**src/timer0_counter_pkg.sv**
```systemverilog
// Package for the 8/16-bit timer/counter: register map, field positions, reset values.
// Assumes a single 20 MHz clock domain and a plain strobe register port.
package timer0_counter_pkg;
   localparam int unsigned ADDR_W = 3;
   localparam int unsigned DATA_W = 8;
   // Register indices on the plain port.
   localparam logic [2:0] ADDR_COUNT_LOW   = 3'h0;
   localparam logic [2:0] ADDR_COUNT_HIGH  = 3'h1;
   localparam logic [2:0] ADDR_TIMER_CTRL  = 3'h2;
   localparam logic [2:0] ADDR_INT_CTRL    = 3'h3;
   localparam logic [2:0] ADDR_IRQ_STATUS  = 3'h4;
   localparam logic [2:0] ADDR_IRQ_MASK    = 3'h5;
   localparam logic [2:0] ADDR_CYCLE_DIV   = 3'h6;
   // Timer control fields.
   localparam int unsigned TC_ON_BIT     = 7;
   localparam int unsigned TC_EIGHT_BIT  = 6;
   localparam int unsigned TC_SRC_BIT    = 5;
   localparam int unsigned TC_EDGE_BIT   = 4;
   localparam int unsigned TC_PSA_BIT    = 3;
   localparam int unsigned TC_PS_LSB     = 0;
   localparam int unsigned TC_PS_W       = 3;
   // Interrupt control fields.
   localparam int unsigned IC_ENABLE_BIT = 5;
   localparam int unsigned IC_FLAG_BIT   = 2;
   // Status and mask: bit 0 is the overflow event.
   localparam int unsigned ST_OVF_BIT    = 0;
   // Reset values.
   localparam logic [7:0] TIMER_CTRL_RST = 8'hff;
   localparam logic [7:0] COUNT_HIGH_RST = 8'h00;
   localparam logic [7:0] COUNT_LOW_RST  = 8'h00;
   localparam logic [7:0] INT_CTRL_RST   = 8'h00;
   localparam logic [7:0] ZERO_BYTE      = 8'h00;
   // Write holdoff in instruction cycles.
   localparam logic [1:0] WRITE_HOLDOFF  = 2'h2;
   // Instruction cycle is four master clocks.
   localparam logic [7:0] CYCLE_DIV_RST  = 8'h03;
endpackage

```
**src/timer0_counter.sv**
```systemverilog
// Operation
// - Source select clear: timer advances once per instruction cycle without prescaler.
// - A software write to the count suppresses counting for two instruction cycles.
// - Source select set: count external input edges; edge select one means falling.
// - External input is synchronised before counting; increment may lag the edge.
// - An eight-bit prescaler exists and is not software visible.
// - Assignment bit clear: prescaler feeds timer, ratio 1:2 to 1:256.
// - A count write clears the prescaler when assignment bit is clear, leaving assignment unchanged.
// - Software may change prescaler assignment at any time.
// - Overflow flag sets on wrap FFh to 00h, or FFFFh to 0000h.
// - Clearing the enable masks the interrupt; software clears flag before re-enabling.
// - Overflow interrupt never wakes the processor from low-power sleep.
// - Live high byte is never directly accessed; a buffer register stands between.
// - Reading the low byte copies the live high byte into the buffer.
// - Writing the low byte loads the live high byte from the buffer.
//
// Holds the whole timer/counter with its register port and interrupt logic.
// Assumes one 20 MHz clock; the count pin is asynchronous to it.
//
// Strobed register access and the register offsets are this design's own decisions.
`timescale 1ns/1ps
module timer0_counter
   import timer0_counter_pkg::*;
(
   input  wire logic              mclk_i,
   input  wire logic              rst_n_i,
   input  wire logic [ADDR_W-1:0] addr_i,
   input  wire logic [DATA_W-1:0] wdata_i,
   input  wire logic              wr_i,
   input  wire logic              rd_i,
   input  wire logic              external_count_input_i,
   input  wire logic              sleep_i,
   output logic      [DATA_W-1:0] rdata_o,
   output logic                   irq_o,
   output logic                   wake_o
);

////////////////////////////////////////////////////////////////////////////////

   logic [7:0] timer_control_q;
   logic [7:0] int_ctrl_q;
   logic       ovf_status_q;
   logic       ovf_mask_q;
   logic [7:0] cycle_div_q;
   logic [7:0] div_cnt_q;
   logic [7:0] count_low_q;
   logic [7:0] count_live_high_q;
   logic [7:0] count_high_buffer_q;
   logic [7:0] prescaler_q;
   logic [1:0] holdoff_q;
   logic       ext_meta_q;
   logic       ext_sync_q;
   logic       ext_prev_q;

   // Decode.
   wire wr_low   = wr_i && (addr_i == ADDR_COUNT_LOW);
   wire wr_high  = wr_i && (addr_i == ADDR_COUNT_HIGH);
   wire wr_tc    = wr_i && (addr_i == ADDR_TIMER_CTRL);
   wire wr_ic    = wr_i && (addr_i == ADDR_INT_CTRL);
   wire wr_st    = wr_i && (addr_i == ADDR_IRQ_STATUS);
   wire wr_mask  = wr_i && (addr_i == ADDR_IRQ_MASK);
   wire wr_div   = wr_i && (addr_i == ADDR_CYCLE_DIV);
   wire rd_low   = rd_i && (addr_i == ADDR_COUNT_LOW);

   wire       counter_on           = timer_control_q[TC_ON_BIT];
   wire       eight_bit_select     = timer_control_q[TC_EIGHT_BIT];
   wire       source_select        = timer_control_q[TC_SRC_BIT];
   wire       edge_select          = timer_control_q[TC_EDGE_BIT];
   wire       prescaler_assignment = timer_control_q[TC_PSA_BIT];
   wire [2:0] prescale_ratio_field = timer_control_q[TC_PS_LSB +: TC_PS_W];

////////////////////////////////////////////////////////////////////////////////
// Instruction-cycle enable and edge detection.

   wire cycle_tick = (div_cnt_q == cycle_div_q);
   wire rise_seen  = ext_sync_q && !ext_prev_q;
   wire fall_seen  = !ext_sync_q && ext_prev_q;
   wire ext_edge   = edge_select ? fall_seen : rise_seen;
   // Edges are detected at master clock rate, so the increment lags the pin by
   // the two synchroniser stages plus one detection stage.
   wire src_event  = source_select ? ext_edge : cycle_tick;

   // Prescaler tap: bit n toggling low to high gives division by 2^(n+1).
   wire [7:0] pre_next  = prescaler_q + 8'h01;
   wire       pre_carry = pre_next[prescale_ratio_field] && !prescaler_q[prescale_ratio_field];
   wire       pre_out   = prescaler_assignment ? src_event : (src_event && pre_carry);

   wire holding   = (holdoff_q != 2'h0);
   wire count_inc = counter_on && pre_out && !holding && !wr_low && !wr_high;

   wire [15:0] count_full = {count_live_high_q, count_low_q};
   wire [15:0] count_next = count_full + 16'h0001;
   wire low_wrap  = (count_low_q == 8'hff);
   wire full_wrap = low_wrap && (count_live_high_q == 8'hff);
   wire overflow  = count_inc && (eight_bit_select ? low_wrap : full_wrap);

   // Read mux.
   wire [7:0] rd_mux =
      (addr_i == ADDR_COUNT_LOW)  ? count_low_q :
      (addr_i == ADDR_COUNT_HIGH) ? count_high_buffer_q :
      (addr_i == ADDR_TIMER_CTRL) ? timer_control_q :
      (addr_i == ADDR_INT_CTRL)   ? {int_ctrl_q[7:3], ovf_status_q, int_ctrl_q[1:0]} :
      (addr_i == ADDR_IRQ_STATUS) ? {7'h00, ovf_status_q} :
      (addr_i == ADDR_IRQ_MASK)   ? {7'h00, ovf_mask_q} :
      (addr_i == ADDR_CYCLE_DIV)  ? cycle_div_q : ZERO_BYTE;

   // The flag is cleared by writing zero through the control byte or one to status.
   wire flag_clear = (wr_ic && !wdata_i[IC_FLAG_BIT]) || (wr_st && wdata_i[ST_OVF_BIT]);
   wire flag_set_sw = wr_ic && wdata_i[IC_FLAG_BIT];

////////////////////////////////////////////////////////////////////////////////

   always_ff @(posedge mclk_i) begin
      ext_meta_q <= external_count_input_i;
      ext_sync_q <= ext_meta_q;
      ext_prev_q <= ext_sync_q;
   end

   always_ff @(posedge mclk_i) begin
      if (!rst_n_i) begin
         div_cnt_q   <= ZERO_BYTE;
         cycle_div_q <= CYCLE_DIV_RST;
      end else begin
         div_cnt_q   <= cycle_tick ? ZERO_BYTE : div_cnt_q + 8'h01;
         if (wr_div) begin
            cycle_div_q <= wdata_i;
         end
      end
   end

   // While assigned to the timer the prescaler advances, and clears on a count write; it has no software read or write path.
   always_ff @(posedge mclk_i) begin
      if (!rst_n_i) begin
         prescaler_q <= ZERO_BYTE;
      end else if ((wr_low || wr_high) && !prescaler_assignment) begin
         prescaler_q <= ZERO_BYTE;
      end else if (src_event && !prescaler_assignment) begin
         prescaler_q <= pre_next;
      end
   end

   always_ff @(posedge mclk_i) begin
      if (!rst_n_i) begin
         holdoff_q <= 2'h0;
      end else if (wr_low || wr_high) begin
         holdoff_q <= WRITE_HOLDOFF;
      end else if (holding && cycle_tick) begin
         holdoff_q <= holdoff_q - 2'h1;
      end
   end

   always_ff @(posedge mclk_i) begin
      if (!rst_n_i) begin
         count_low_q         <= COUNT_LOW_RST;
         count_live_high_q   <= COUNT_HIGH_RST;
         count_high_buffer_q <= COUNT_HIGH_RST;
      end else begin
         if (wr_low) begin
            count_low_q       <= wdata_i;
            count_live_high_q <= count_high_buffer_q;
         end else if (count_inc) begin
            count_low_q <= count_next[7:0];
            if (!eight_bit_select) begin
               count_live_high_q <= count_next[15:8];
            end
         end
         if (rd_low) begin
            count_high_buffer_q <= count_live_high_q;
         end else if (wr_high) begin
            count_high_buffer_q <= wdata_i;
         end
      end
   end

   // Assignment and all control bits update immediately on any write.
   always_ff @(posedge mclk_i) begin
      if (!rst_n_i) begin
         timer_control_q <= TIMER_CTRL_RST;
      end else if (wr_tc) begin
         timer_control_q <= wdata_i;
      end
   end

   // A hardware overflow in the clearing cycle keeps the flag set.
   always_ff @(posedge mclk_i) begin
      if (!rst_n_i) begin
         int_ctrl_q   <= INT_CTRL_RST;
         ovf_status_q <= 1'b0;
         ovf_mask_q   <= 1'b0;
      end else begin
         if (wr_ic) begin
            int_ctrl_q <= wdata_i;
         end
         if (overflow || flag_set_sw) begin
            ovf_status_q <= 1'b1;
         end else if (flag_clear) begin
            ovf_status_q <= 1'b0;
         end
         if (wr_mask) begin
            ovf_mask_q <= wdata_i[ST_OVF_BIT];
         end
      end
   end

   // Both the control enable and the mask must be set; the flag stays sticky.
   wire irq_d = ovf_status_q && int_ctrl_q[IC_ENABLE_BIT] && ovf_mask_q;

   always_ff @(posedge mclk_i) begin
      if (!rst_n_i) begin
         rdata_o <= ZERO_BYTE;
         irq_o   <= 1'b0;
         wake_o  <= 1'b0;
      end else begin
         rdata_o <= rd_i ? rd_mux : ZERO_BYTE;
         irq_o   <= irq_d;
         wake_o  <= 1'b0;
      end
   end

endmodule

```
**config.mk**
```make
export PLATFORM = sky130hd
export DESIGN_NAME = timer0_counter
export DESIGN_NICKNAME = d
export VERILOG_FILES = /design/src/timer0_counter_pkg.sv /design/src/timer0_counter.sv
export SDC_FILE = /design/constraint.sdc
export NUM_CORES = 1
export LEC_CHECK = 0
export BUFFER_PORTS_ARGS = -buffer_cell sky130_fd_sc_hd__buf_2
export CAP_MARGIN = 0
export CORE_MARGIN = 5
export CORE_UTILIZATION = 45
export CTS_CLUSTER_DIAMETER = 100
export DETAILED_ROUTE_END_ITERATION = 8
export REMOVE_ABC_BUFFERS = 1
export SYNTH_ARGS = -nofsm -noshare
export SYNTH_HDL_FRONTEND = slang
export SYNTH_SLANG_ARGS = --single-unit
```
**constraint.sdc**
```tcl
create_clock -name mclk_i -period 2.5 [get_ports mclk_i]
set_input_delay 0.25 -clock mclk_i [delete_from_list [all_inputs] [get_ports mclk_i]]
set_output_delay 0.25 -clock mclk_i [all_outputs]
set_load 0.02 [all_outputs]
```
# Word level (Yosys, flattened, before mapping)
# Cells that the tools add are included.
dict set report word_totals {
  ff_bits 80
  input_bits 17
  output_inout_bits 10
  wordCells 107
}
dict set report classes {
  addsub 4
  order_cmp 1
  eq_ne 10
  mux 26
  n_bitwise 1
  n_reduce_logical 48
}
# op count
set op_table {}
lappend op_table {{8-bit 2-to-1 mux} 14}
lappend op_table {{1-bit logical AND} 26}
lappend op_table {{16-bit by 1-bit adder with 16-bit output, second input constant} 1}
lappend op_table {{8-bit by 1-bit adder with 8-bit output, second input constant} 2}
lappend op_table {{8-bit == test, second input constant} 2}
lappend op_table {{2-bit nonzero test} 5}
lappend op_table {{3-bit == test, second input constant} 3}
lappend op_table {{8-bit == test} 1}
lappend op_table {{1-bit logical NOT} 8}
lappend op_table {{1-bit 2-to-1 mux} 8}
lappend op_table {{1-bit binary-select mux with 3-bit select} 2}
lappend op_table {{3-bit by 2-bit == test with 1-bit output, second input constant} 2}
lappend op_table {{2-bit OR reduction} 3}
lappend op_table {{3-bit by 4-bit < comparator with 1-bit output, second input constant} 1}
lappend op_table {{2-bit 2-to-1 mux} 2}
lappend op_table {{2-bit AND reduction} 2}
lappend op_table {{3-bit by 1-bit == test with 1-bit output, second input constant} 1}
lappend op_table {{3-bit logical NOT} 1}
lappend op_table {{1-bit logical OR} 3}
lappend op_table {{2-bit by 1-bit != test with 1-bit output, second input constant} 1}
lappend op_table {{2-bit by 1-bit subtractor with 2-bit output, second input constant} 1}
lappend op_table {{1-bit NOT} 1}

# Logic depth before layout (Yosys ltp)
# Gate-level depths: netlist of the first run.
dict set report depth {
  word_depth 13
  depth_mapped 10
  mapped_depth_nobuf 8
}

# Worst setup path before layout of the first run
# Ideal clock, no wire load.
dict set report synth_path {
  path_kind {register to register}
  startpoint {register prescaler_q[0]}
  endpoint {register count_live_high_q[5]}
  arrival_time_ns 2.313
  required_time_ns 2.426
  path_slack_ns 0.112
  stages_incl_launch_ff 10
  period_less_slack_ns 2.388
  path_cell_list {dfxtp_1 ha_1 nand3_1 or4_1 nand3_1 o211ai_2 a21o_1 buf_6 or4_1 a31oi_1}
}
dict set report synth_between {
  elab_chain_len 12
  elab_cells_between_ends 15
  cone_classes {1 x add/sub; 5 x mux; 9 x reduce/logical}
}
# item line_no
set synth_lines {}
lappend synth_lines {{start, declared} timer0_counter.sv:49} ;# logic [7:0] prescaler_q;
lappend synth_lines {{start signal, assigned} timer0_counter.sv:138} ;# prescaler_q <= pre_next;
lappend synth_lines {{8-bit by 1-bit adder with 8-bit output / 1-bit binary-select mux with 3-bit select (equally long branches)} {timer0_counter.sv:84, timer0_counter.sv:85}}
lappend synth_lines {{1-bit binary-select mux with 3-bit select / 1-bit 2-to-1 mux (equally long branches)} timer0_counter.sv:85} ;# wire pre_carry = pre_next[prescale_ratio_field] && !prescaler_q[prescale_ratio_field];
lappend synth_lines {{1-bit 2-to-1 mux (implied by the code) / 1-bit logical NOT (equally long branches)} timer0_counter.sv:85}
lappend synth_lines {{1-bit logical AND *} timer0_counter.sv:85}
lappend synth_lines {{1-bit logical AND *} timer0_counter.sv:86} ;# wire pre_out = prescaler_assignment ? src_event : (src_event && pre_carry);
lappend synth_lines {{1-bit 2-to-1 mux *} timer0_counter.sv:86}
lappend synth_lines {{1-bit logical AND * (4 in a row)} timer0_counter.sv:89} ;# wire count_inc = counter_on && pre_out && !holding && !wr_low && !wr_high;
lappend synth_lines {{2-bit nonzero test (no source line) *} -}
lappend synth_lines {{2-bit AND reduction (no source line) *} -}
lappend synth_lines {{end signal, assigned} timer0_counter.sv:160} ;# count_live_high_q <= count_high_buffer_q;
lappend synth_lines {{end signal, assigned} timer0_counter.sv:164} ;# count_live_high_q <= count_next[15:8];
lappend synth_lines {{end, declared} timer0_counter.sv:47} ;# logic [7:0] count_live_high_q;
# Every way passes the cells marked *; elsewhere a longest branch is shown, timed or not. The select of a mux whose other input is x is not followed.
# A chain may end at the register's enable or synchronous reset.

# Final worst setup path of the first run
dict set report layout_path {
  startpoint {register prescaler_q[3]}
  endpoint {register count_live_high_q[2]}
}
# Same word-level chain as after synthesis.

==> metrics.md, run 1 <==
| Metric | Value |
|---|---|
| Yosys synthesis warning count | `0` |
| Slew HR | `0.511` |
| CTS tree | `yes` |
| Post-synthesis area per instance | `8.14 sq um` |
| CP Capture Type | `flip-flop` |
| Total power divided by cell area | `670 mW/mm^2` |
| Maximum capacitance violations | `0` |
| Cell Chain, Critical Path | `and4_2, and4_1, mux2i_2, o211ai_4, a21o_4, or4_1, a31oi_1` |
| Most frequent cells in the layout | `sky130_fd_sc_hd__nand2_1, sky130_fd_sc_hd__dfxtp_1, sky130_fd_sc_hd__nor2_1, sky130_fd_sc_hd__nand3_1, sky130_fd_sc_hd__a21oi_1` |
| Largest clock skew in the final design | `0.0138 ns` |
| Clock buffer count from CTS | `9` |
| Residual antenna-violating net count after detailed routing | `0` |
| Synth-to-layout area growth | `16.6%` |
| Leakage power total | `1.72 nW` |
| Die X | `102 um` |
| Number of buffers and inverters on the critical path | `0` |
| Commonest non-fill, non-tap cell in the layout | `sky130_fd_sc_hd__nand2_1` |
| Count of standard-cell rows | `33` |
| Crit path largest cell delay | `0.50 ns` |
| H-Tree Level Count | `3` |
| Number of synthesized flops with an enable pin | `0` |
| Crit path kind | `flip-flop to flip-flop` |
| Post-synthesis cell count | `471` |
| Latest clock arrival within the worst-skew pair | `0.37 ns` |
| Largest cells by area after synthesis | `sky130_fd_sc_hd__dfxtp_1, sky130_fd_sc_hd__nand2_1, sky130_fd_sc_hd__nand3_1` |
| # IOs | `27` |
| Overall Global Routing Usage | `0.217` |
| Flop and latch count out of synthesis | `79` |
| Die outline area | `0.0105 sq mm` |
| Via count of the first global-routing pass | `3360` |
| Setup violations, final | `0` |
| Overflow left after global routing | `0` |
| Hold Crit Class | `primary input to flip-flop` |
| Final standard cell area without fillers | `0.00447 sq mm` |
| Period utilisation layout | `0.947` |
| Number of detailed-route iterations in the first pass | `8` |
| Dominant synthesized flop cell | `sky130_fd_sc_hd__dfxtp_1` |
| Count of buffers from port buffering | `24` |
| Part of the Yosys area used for sequential elements | `0.413` |
| Wire length of the first global-routing pass | `17400 um` |
| Number of unique standard cell types used by synthesis | `50` |
| Outcome | `finished clean` |
| Share of synthesized registers carrying an async set or reset | `0` |
| Library cell occupying the most area in the post-synthesis netlist | `sky130_fd_sc_hd__dfxtp_1` |
| DRC violations left | `0` |
| Clk buf depth | `2` |
| Clk slew on worst S/H paths | `0.08 ns` |
| Overall die height | `102 um` |
| Pin count of the biggest net entering global routing | `30` |
| Final layout net count | `523` |
| Critical Path AT | `2.65 ns` |
| Detail Placement HPWL | `7570 um` |
| Hold Vio Cnt, Final | `0` |
| Top fanout value on the critical path | `6` |
| Max VDD drop | `0.306 mV` |
| Number of antenna diodes | `0` |
| Number of antenna violations at the first check in global routing | `0` |
| Post-synthesis instance area | `0.00383 sq mm` |
| Clock period minus worst slack | `2.37 ns` |
| WP data required | `2.78 ns` |
| Clk root buf | `sky130_fd_sc_hd__clkbuf_8` |
| Placed instance area | `0.00411 sq mm` |
| Drt initial violations | `287` |
| Gate family responsible for the most delay along the worst path | `simple AND/OR/NAND/NOR gates` |
| Routed wire length | `10900 um` |
| Detail-routed via count per cell | `5.86` |
| Count of pins over their slew limit | `0` |
| Core Area | `0.00826 sq mm` |
| End-of-flow core utilization | `0.542` |
| Share of cells above drive strength 1 | `0.150` |
| Clk sink count | `79` |
| Initial Util | `0.464` |
| Weighted congestion at the end of routability-driven global placement | `0.901` |
| Highest-delay cell along the critical path | `sky130_fd_sc_hd__or4_1` |
| Vias after detailed routing | `3588` |
| Highest Clock Rate | `0.422 GHz` |
| Average wire length per cell after detail routing | `17.7 um` |
| Startpoint type of the worst setup path | `flip-flop` |
| Slew at the pin closest to its max-slew limit | `0.733 ns` |
| Top cell type's share of synthesized area | `0.413` |
timing repair:
| item | CTS | global route |
|---|---|---|
| pin swaps | 0 | 1 |
| setup buffers | 0 | 1 |
| gates cloned | 0 | 1 |
| hold buffers | 1 | 0 |
| gates resized for setup | 1 | 10 |
| endpoints found under the setup margin | 1 | 10 |
| endpoints found under the hold margin | 1 | 0 |
cell usage after synthesis (all sizes together), types with 2 or more instances:
cell type / count
dfxtp: 79
nand2: 78
nor2: 37
a21oi: 29
nand3: 29
o21ai: 26
clkbuf: 21
and3: 15
mux2i: 12
xor2: 12
a31oi: 11
xnor2: 10
or3: 9
nor3: 8
a222oi: 7
inv: 7
nor2b: 7
or4: 7
o31ai: 6
a211oi: 5
a32oi: 5
and2: 5
buf: 5
nand2b: 5
a22oi: 4
and4: 4
ha: 4
a311oi: 3
o211ai: 3
nand4: 2
nor4: 2
o22ai: 2
power by group:
part / switching [mW] / total, mW / internal, mW
combinational: 0.177 / 0.281 / 0.104
clock: 0.481 / 1.37 / 0.891
sequential: 0.0438 / 1.34 / 1.30
kinds of logic (layout without fill, tap and decap cells):
logic type	Yosys count	in the layout	synth area share
buffers and inverters	33	68	0.0372
flip-flops	79	79	0.413
multiplexers	14	14	0.0401
other	1	1	0.000978
adder cells (fa/ha/maj)	4	4	0.0131
AO/OA/AOI/OAI	106	107	0.181
AND/OR/NAND/NOR	212	212	0.265
XOR/XNOR	22	22	0.0503
state kept, by name, indices dropped and copies added (netlist names):
signal / cells
ovf_status_q: 1
irq_o: 1
ext_sync_q: 1
div_cnt_q: 8
count_live_high_q: 8
count_low_q: 8
rdata_o: 8
int_ctrl_q: 7
timer_control_q: 8
ovf_mask_q: 1
ext_prev_q: 1
ext_meta_q: 1
count_high_buffer_q: 8
holdoff_q: 2
prescaler_q: 8
cycle_div_q: 8
worst reg2reg max path: cells and delay by family, from the launching register on:
kind	cells	cell delay [ns]
compound gates	3	0.62
flops	1	0.36
mux	1	0.30
simple gates	3	1.03
per-layer routing:
layer / share of wire / vias to the layer above / GRT usage
li1: - / 1751 / -
met1: 0.45 / 1700 / 0.294
met2: 0.47 / 116 / 0.343
met3: 0.054 / 21 / 0.0382
met4: 0.026 / 0 / 0.0888
met5: 0 / - / 0
path summary, 6_finish.rpt:
| check | from | to | slack, ns | cells after the start |
|---|---|---|---|---|
| worst max register to register | prescaler_q[3] | count_live_high_q[2] | 0.13 | 7 |
| worst max-delay path | prescaler_q[3] | count_live_high_q[2] | 0.13 | 7 |
| worst min register to register | ext_meta_q | ext_sync_q | 0.33 | 0 |
| worst min-delay path | wdata_i[2] | cycle_div_q[2] | 0.20 | 3 |
metrics by stage:
step | cells | hold slack [ns] | TNS [ns] | power (mW) | worst slack, ns
detailed placement | 593 | 0.314 | 0 | 1.63 | 0.0453
CTS | 610 | 0.182 | 0 | 3.01 | 0.0352
floorplan | 445 | 0.278 | 0 | 1.51 | 0.0515
finish | 612 | 0.199 | 0 | 3.00 | 0.132
global placement | 593 | 0.322 | 0 | 1.63 | 0.0652
global route | 612 | 0.194 | -0.0600 | 3.12 | -0.0336
cell type report:
cell class              instances  area, sq um
clock buffers                  10          138
clock inverters                 6          155
fillers                       795         3790
inverters                       7         26.3
multi-input cells             360         2160
flip-flops and latches         79         1590
well taps                     105          131
repair buffers                 45          280
Power figures use the tool's default switching activity.
==> run 2: changes to the inputs <==
--- a/config.mk
+++ b/config.mk
@@ -8,7 +8,7 @@
 export BUFFER_PORTS_ARGS = -buffer_cell sky130_fd_sc_hd__buf_2
 export CAP_MARGIN = 0
 export CORE_MARGIN = 5
-export CORE_UTILIZATION = 45
+export CORE_UTILIZATION = 40
 export CTS_CLUSTER_DIAMETER = 100
 export DETAILED_ROUTE_END_ITERATION = 8
 export REMOVE_ABC_BUFFERS = 1
==> constraint.sdc (replaced) <==
create_clock -name mclk_i -period 3 [get_ports mclk_i]
set_input_delay 0.3 -clock mclk_i [delete_from_list [all_inputs] [get_ports mclk_i]]
set_output_delay 0.3 -clock mclk_i [all_outputs]
set_load 0.02 [all_outputs]
==> run 2 against run 1 <==
Effect of this change:
- clock-buffer cell count grew 1
- sequential power fell by 16%
- fmax is 13% lower
- first-iteration DRC count decreased by 24%
- worst setup slack improved by 0.14 ns
- worst hold slack got worse by 0.15 ns
- flip-flop and latch count is the same
- highest routed layer unchanged
==> metrics.md, run 2 (synthesized netlist as in run 1, its figures left out) <==
| Metric | Value |
|---|---|
| Clk slew on worst S/H paths | `0.08 ns (about the same)` |
| Outcome | `finished clean (unchanged)` |
| Number of antenna diodes | `0 (unchanged)` |
| Detail-routed via count per cell | `5.61 (was 5.86)` |
| Overall die height | `108 um (was 102 um)` |
| Initial Util | `0.413 (was 0.464)` |
| Average wire length per cell after detail routing | `16.4 um (was 17.7 um)` |
| Slew HR | `0.230 (was 0.511)` |
| Largest clock skew in the final design | `0.00686 ns (was 0.0138 ns)` |
| Residual antenna-violating net count after detailed routing | `0 (unchanged)` |
| Count of standard-cell rows | `35 (was 33)` |
| Pin count of the biggest net entering global routing | `30 (unchanged)` |
| Clock period minus worst slack | `2.72 ns (was 2.37 ns)` |
| Via count of the first global-routing pass | `3101 (was 3360)` |
| Clock buffer count from CTS | `9 (unchanged)` |
| CP Capture Type | `flip-flop (unchanged)` |
| Worst slack on hold paths | `0.0486 ns (was 0.199 ns)` |
| Number of buffers inserted by hold repair at cts | `0 (was 1)` |
| Vias after detailed routing | `3479 (was 3588)` |
| Number of gates resized after cts | `0 (was 1)` |
| Worst Setup SP | `prescaler_q[0] (was prescaler_q[3])` |
| Die outline area | `0.0116 sq mm (was 0.0105 sq mm)` |
| Number of buffers inserted to repair setup after CTS | `0 (unchanged)` |
| Total power divided by cell area | `479 mW/mm^2 (was 670 mW/mm^2)` |
| Most frequent cells in the layout | `sky130_fd_sc_hd__dfxtp_1, sky130_fd_sc_hd__nand2_1, sky130_fd_sc_hd__nor2_1, sky130_fd_sc_hd__nand3_1, sky130_fd_sc_hd__a21oi_1 (was sky130_fd_sc_hd__nand2_1, sky130_fd_sc_hd__dfxtp_1, sky130_fd_sc_hd__nor2_1, sky130_fd_sc_hd__nand3_1, sky130_fd_sc_hd__a21oi_1)` |
| Wire length of the first global-routing pass | `16100 um (was 17400 um)` |
| Latest clock arrival within the worst-skew pair | `0.35 ns (was 0.37 ns)` |
| Critical Path AT | `3.01 ns (was 2.65 ns)` |
| Count of buffers from port buffering | `24 (unchanged)` |
| Hold Crit Class | `primary input to flip-flop (unchanged)` |
| End-of-flow core utilization | `0.454 (was 0.542)` |
| Filler cells | `943 (was 795)` |
| Drt initial violations | `219 (was 287)` |
| Register-to-Register Setup Slack | `0.28 ns (was 0.13 ns)` |
| Synth-to-layout area growth | `9.95% (was 16.6%)` |
| Overall Global Routing Usage | `0.179 (was 0.217)` |
| DRC violations left | `0 (unchanged)` |
| Slew at the pin closest to its max-slew limit | `1.14 ns (was 0.733 ns)` |
| Weighted congestion at the end of routability-driven global placement | `0.867 (was 0.901)` |
| Highest Clock Rate | `0.367 GHz (was 0.422 GHz)` |
| Reg-to-Reg Start | `prescaler_q[0] (was prescaler_q[3])` |
| Routed wire length | `10200 um (was 10900 um)` |
| Hold Crit Start | `external_count_input_i (was wdata_i[2])` |
| Die X | `108 um (was 102 um)` |
| H-Tree Level Count | `3 (unchanged)` |
| Final layout net count | `508 (was 523)` |
| Count of pins over their slew limit | `0 (unchanged)` |
| Startpoint type of the worst setup path | `flip-flop (unchanged)` |
| Maximum capacitance violations | `0 (unchanged)` |
| Clk root buf | `sky130_fd_sc_hd__clkbuf_8 (unchanged)` |
| Final Power | `2.02 mW (was 3.00 mW)` |
| Area of the multi-input gates | `0.00211 sq mm (was 0.00216 sq mm)` |
| Setup repair after global routing missed its margin | `no` |
| Clk buf depth | `2 (unchanged)` |
| Detail Placement HPWL | `7350 um (was 7570 um)` |
| Commonest non-fill, non-tap cell in the layout | `sky130_fd_sc_hd__dfxtp_1 (was sky130_fd_sc_hd__nand2_1)` |
| Clk sink count | `79 (unchanged)` |
| Number of antenna violations at the first check in global routing | `0 (unchanged)` |
| Core Area | `0.00928 sq mm (was 0.00826 sq mm)` |
| Crit path kind | `flip-flop to flip-flop (unchanged)` |
| FF-to-FF path depth | `8 (was 7)` |
| Setup violations, final | `0 (unchanged)` |
| WP data required | `3.28 ns (was 2.78 ns)` |
| Share of cells above drive strength 1 | `0.106 (was 0.150)` |
| Number of detailed-route iterations in the first pass | `7 (was 8)` |
| Period utilisation layout | `0.908 (was 0.947)` |
| Hold Vio Cnt, Final | `0 (unchanged)` |
| Max VDD drop | `0.187 mV (was 0.306 mV)` |
| CTS tree | `yes (unchanged)` |
| Register area | `0.00158 sq mm (was 0.00159 sq mm)` |
| Summed negative setup slack over all endpoints | `0 ns (unchanged)` |
| # IOs | `27 (unchanged)` |
| Top fanout value on the critical path | `22 (was 6)` |
| Leakage power total | `1.58 nW (was 1.72 nW)` |
| Hold path cells | `1 (was 3)` |
| Overflow left after global routing | `0 (unchanged)` |
-- run 2: cell types whose count changed in the layout (fill, tap and decap cells not counted), sizes merged --
| cell | change |
|---|---|
| dlygate4sd3 | -1 |
| a21o | -1 |
| clkbuf | +1 |
| clkinv | +2 |
| clkinvlp | +1 |
| bufinv | -5 |
| buf | -13 |
-- run 2: worst paths after layout --
path | to
worst min-delay path | ext_meta_q
worst max-delay path | count_live_high_q[5]
worst max register to register | count_live_high_q[5]
worst min register to register | ext_sync_q
-- run 2: report_power, final --
group	internal (mW)	switching, mW	total [mW]
clock network	0.315	0.377	0.692
logic	0.0728	0.134	0.207
registers	1.08	0.0376	1.12
-- run 2: worst max-delay path: stages, from the launching register on --
cell and delay [ns]:
sky130_fd_sc_hd__dfxtp_1 0.41, sky130_fd_sc_hd__ha_1 0.21, sky130_fd_sc_hd__nand3_1 0.19, sky130_fd_sc_hd__or4_1 0.44
sky130_fd_sc_hd__nand3_1 0.11, sky130_fd_sc_hd__o211ai_2 0.12, sky130_fd_sc_hd__a21o_1 0.44, sky130_fd_sc_hd__or4_1 0.58
sky130_fd_sc_hd__a31oi_1 0.16
-- run 2: cell type report --
| cell class | instances | share of cell area |
|---|---|---|
| multi-input combinational | 359 | 0.500 |
| sequential | 79 | 0.375 |
| timing repair buffer | 31 | 0.0410 |
| tap | 129 | 0.0383 |
| clock buffer | 11 | 0.0335 |
| inverter | 7 | 0.00623 |
| clock inverter | 4 | 0.00534 |
-- run 2: per-stage QoR --
stage	std cells	instance area [sq um]	setup WS, ns
6_report	620	4220	0.276
5_1_grt	620	4220	0.0504
4_1_cts	620	4220	0.273
3_5_place_dp	605	4050	0.311
3_3_place_gp	605	4050	0.341
2_1_floorplan	445	3720	0.552
-- run 2: metal layers --
metal  wire (um)  track usage  share of wire  vias to the layer above
met5           0            0              0                        -
met4         236       0.0586          0.023                        0
met3         629       0.0462          0.062                       20
met2        4750        0.289           0.47                       97
met1        4540        0.232           0.45                     1635
li1            -            -              -                     1727
==> run 3: changes to the inputs <==
--- a/config.mk
+++ b/config.mk
@@ -8,7 +8,7 @@
 export BUFFER_PORTS_ARGS = -buffer_cell sky130_fd_sc_hd__buf_2
 export CAP_MARGIN = 0
 export CORE_MARGIN = 5
-export CORE_UTILIZATION = 40
+export CORE_UTILIZATION = 45
 export CTS_CLUSTER_DIAMETER = 100
 export DETAILED_ROUTE_END_ITERATION = 8
 export REMOVE_ABC_BUFFERS = 1
==> run 3 against run 2 <==
Effect of this change:
- clock power rose by 13%
- largest power group unchanged
- cell count down 3.7%
- largest cell class unchanged
- non-clock buffer count stayed put
- global-route usage increased by 3.2 points
- worst setup slack better by 0.053 ns
- fmax grew 2.0%
- highest routed layer unchanged
- critical path depth unchanged
- flip-flop and latch count unchanged
- via count grew 1.9%
==> metrics.md, run 3 (synthesized netlist as in run 1, its figures left out) <==
| Metric | Value |
|---|---|
| Latest clock arrival within the worst-skew pair | `0.36 ns (was 0.35 ns)` |
| Count of buffers from port buffering | `24 (unchanged)` |
| Setup repair after global routing missed its margin | `no (unchanged)` |
| Wire length of the first global-routing pass | `16900 um (was 16100 um)` |
| Period utilisation layout | `0.890 (was 0.908)` |
| Count of standard-cell rows | `33 (was 35)` |
| Total power divided by cell area | `500 mW/mm^2 (was 479 mW/mm^2)` |
| Placed instance area | `0.00402 sq mm (was 0.00405 sq mm)` |
| Hold Crit Class | `primary input to flip-flop (unchanged)` |
| Leakage power total | `1.59 nW (was 1.58 nW)` |
| Crit path largest cell delay | `0.54 ns (was 0.58 ns)` |
| Share of cells above drive strength 1 | `0.106 (about the same)` |
| Number of detailed-route iterations in the first pass | `5 (was 7)` |
| Hold Crit Start | `external_count_input_i (unchanged)` |
| DRC violations left | `0 (unchanged)` |
| H-Tree Level Count | `3 (unchanged)` |
| Overall Global Routing Usage | `0.211 (was 0.179)` |
| Commonest non-fill, non-tap cell in the layout | `sky130_fd_sc_hd__dfxtp_1 (unchanged)` |
| Residual antenna-violating net count after detailed routing | `0 (unchanged)` |
| Highest Clock Rate | `0.374 GHz (was 0.367 GHz)` |
| Number of buffers and inverters on the critical path | `0 (unchanged)` |
| Number of antenna violations at the first check in global routing | `0 (unchanged)` |
| Maximum capacitance violations | `0 (unchanged)` |
| Highest-delay cell along the critical path | `sky130_fd_sc_hd__or4_1 (unchanged)` |
| Worst Setup SP | `prescaler_q[0] (unchanged)` |
| Clk slew on worst S/H paths | `0.08 ns (about the same)` |
| Gate family responsible for the most delay along the worst path | `simple AND/OR/NAND/NOR gates (unchanged)` |
| Routed wire length | `10500 um (was 10200 um)` |
| Worst slack on hold paths | `0.0446 ns (was 0.0486 ns)` |
| Count of pins over their slew limit | `0 (unchanged)` |
| Filler cells | `852 (was 943)` |
| Clk sink count | `79 (unchanged)` |
| Drt initial violations | `320 (was 219)` |
| Number of buffers inserted to repair setup after CTS | `0 (unchanged)` |
| # IOs | `27 (unchanged)` |
| Vias after detailed routing | `3546 (was 3479)` |
| Final standard cell area without fillers | `0.00421 sq mm (was 0.00422 sq mm)` |
| Largest clock skew in the final design | `0.0146 ns (was 0.00686 ns)` |
| Number of gates resized after cts | `0 (unchanged)` |
| WP data required | `3.28 ns (about the same)` |
| Clock period minus worst slack | `2.67 ns (was 2.72 ns)` |
| Crit path kind | `flip-flop to flip-flop (unchanged)` |
| Average wire length per cell after detail routing | `17.6 um (was 16.4 um)` |
| Detail-routed via count per cell | `5.94 (was 5.61)` |
| Via count of the first global-routing pass | `3336 (was 3101)` |
| Clock buffer count from CTS | `9 (unchanged)` |
| Max VDD drop | `0.302 mV (was 0.187 mV)` |
| Synth-to-layout area growth | `9.86% (was 9.95%)` |
| Weighted congestion at the end of routability-driven global placement | `0.849 (was 0.867)` |
| Number of antenna diodes | `0 (unchanged)` |
| Overflow left after global routing | `0 (unchanged)` |
| Final layout net count | `508 (unchanged)` |
| Outcome | `finished clean (unchanged)` |
| CP Capture Type | `flip-flop (unchanged)` |
| Detail Placement HPWL | `7520 um (was 7350 um)` |
| Setup violations, final | `0 (unchanged)` |
| Slew at the pin closest to its max-slew limit | `1.25 ns (was 1.14 ns)` |
| Core Area | `0.00826 sq mm (was 0.00928 sq mm)` |
| Overall die height | `102 um (was 108 um)` |
| Hold Vio Cnt, Final | `0 (unchanged)` |
| Startpoint type of the worst setup path | `flip-flop (unchanged)` |
| Top fanout value on the critical path | `14 (was 22)` |
| Cell Chain, Critical Path | `ha_1, nand3_1, or4_1, nand3_1, o211ai_2, a21o_1, or4_1, a31oi_1 (unchanged)` |
| Slew HR | `0.161 (was 0.230)` |
| Initial Util | `0.464 (was 0.413)` |
| Clk root buf | `sky130_fd_sc_hd__clkbuf_8 (unchanged)` |
| Die outline area | `0.0105 sq mm (was 0.0116 sq mm)` |
| Clk buf depth | `2 (unchanged)` |
| Die X | `102 um (was 108 um)` |
| Summed negative setup slack over all endpoints | `0 ns (unchanged)` |
| Critical Path AT | `2.95 ns (was 3.01 ns)` |
| Number of buffers inserted by hold repair at cts | `0 (unchanged)` |
| Most frequent cells in the layout | `sky130_fd_sc_hd__dfxtp_1, sky130_fd_sc_hd__nand2_1, sky130_fd_sc_hd__nor2_1, sky130_fd_sc_hd__nand3_1, sky130_fd_sc_hd__a21oi_1 (unchanged)` |
| Pin count of the biggest net entering global routing | `31 (was 30)` |
| CTS tree | `yes (unchanged)` |
| Reg-to-Reg Start | `prescaler_q[0] (unchanged)` |
-- run 3: path summary, 6_finish.rpt --
| check | depth (start not counted) | endpoint | slack, ns |
|---|---|---|---|
| setup / recovery | 8 | count_live_high_q[5] | 0.33 |
| hold reg to reg | 0 | ext_sync_q | 0.33 |
| setup reg to reg | 8 | count_live_high_q[5] | 0.33 |
| hold / removal | 1 | ext_meta_q | 0.04 |
-- run 3: where the power goes --
part | switching (mW) | total [mW] | leakage [nW] | internal, mW
clock network | 0.394 | 0.779 | 0.0895 | 0.385
registers | 0.0376 | 1.12 | 0.642 | 1.08
logic | 0.135 | 0.209 | 0.856 | 0.0737
-- run 3: layer usage --
layer,track usage,wire length (um)
met1,0.275,4660
met2,0.332,4940
met3,0.0505,573
met4,0.0908,311
met5,0,0
-- run 3: area by class of cell --
cell class / count / area (sq um) / area share
flip-flops and latches: 79 / 1580 / 0.376
repair buffers: 31 / 173 / 0.0410
clock buffers: 11 / 131 / 0.0312
multi-input cells: 359 / 2110 / 0.501
inverters: 7 / 26.3 / 0.00624
clock inverters: 5 / 58.8 / 0.0140
well taps: 105 / 131 / 0.0312
-- run 3: metrics by stage --
stage                      util  setup slack [ns]  power (mW)  instances
after CTS                 0.510             0.318        2.12        597
after global routing      0.510             0.127        2.20        597
after global placement    0.487             0.429        1.35        581
final                     0.510             0.329        2.11        597
after floorplan               -             0.552        1.26        445
after detailed placement  0.487             0.368        1.35        581
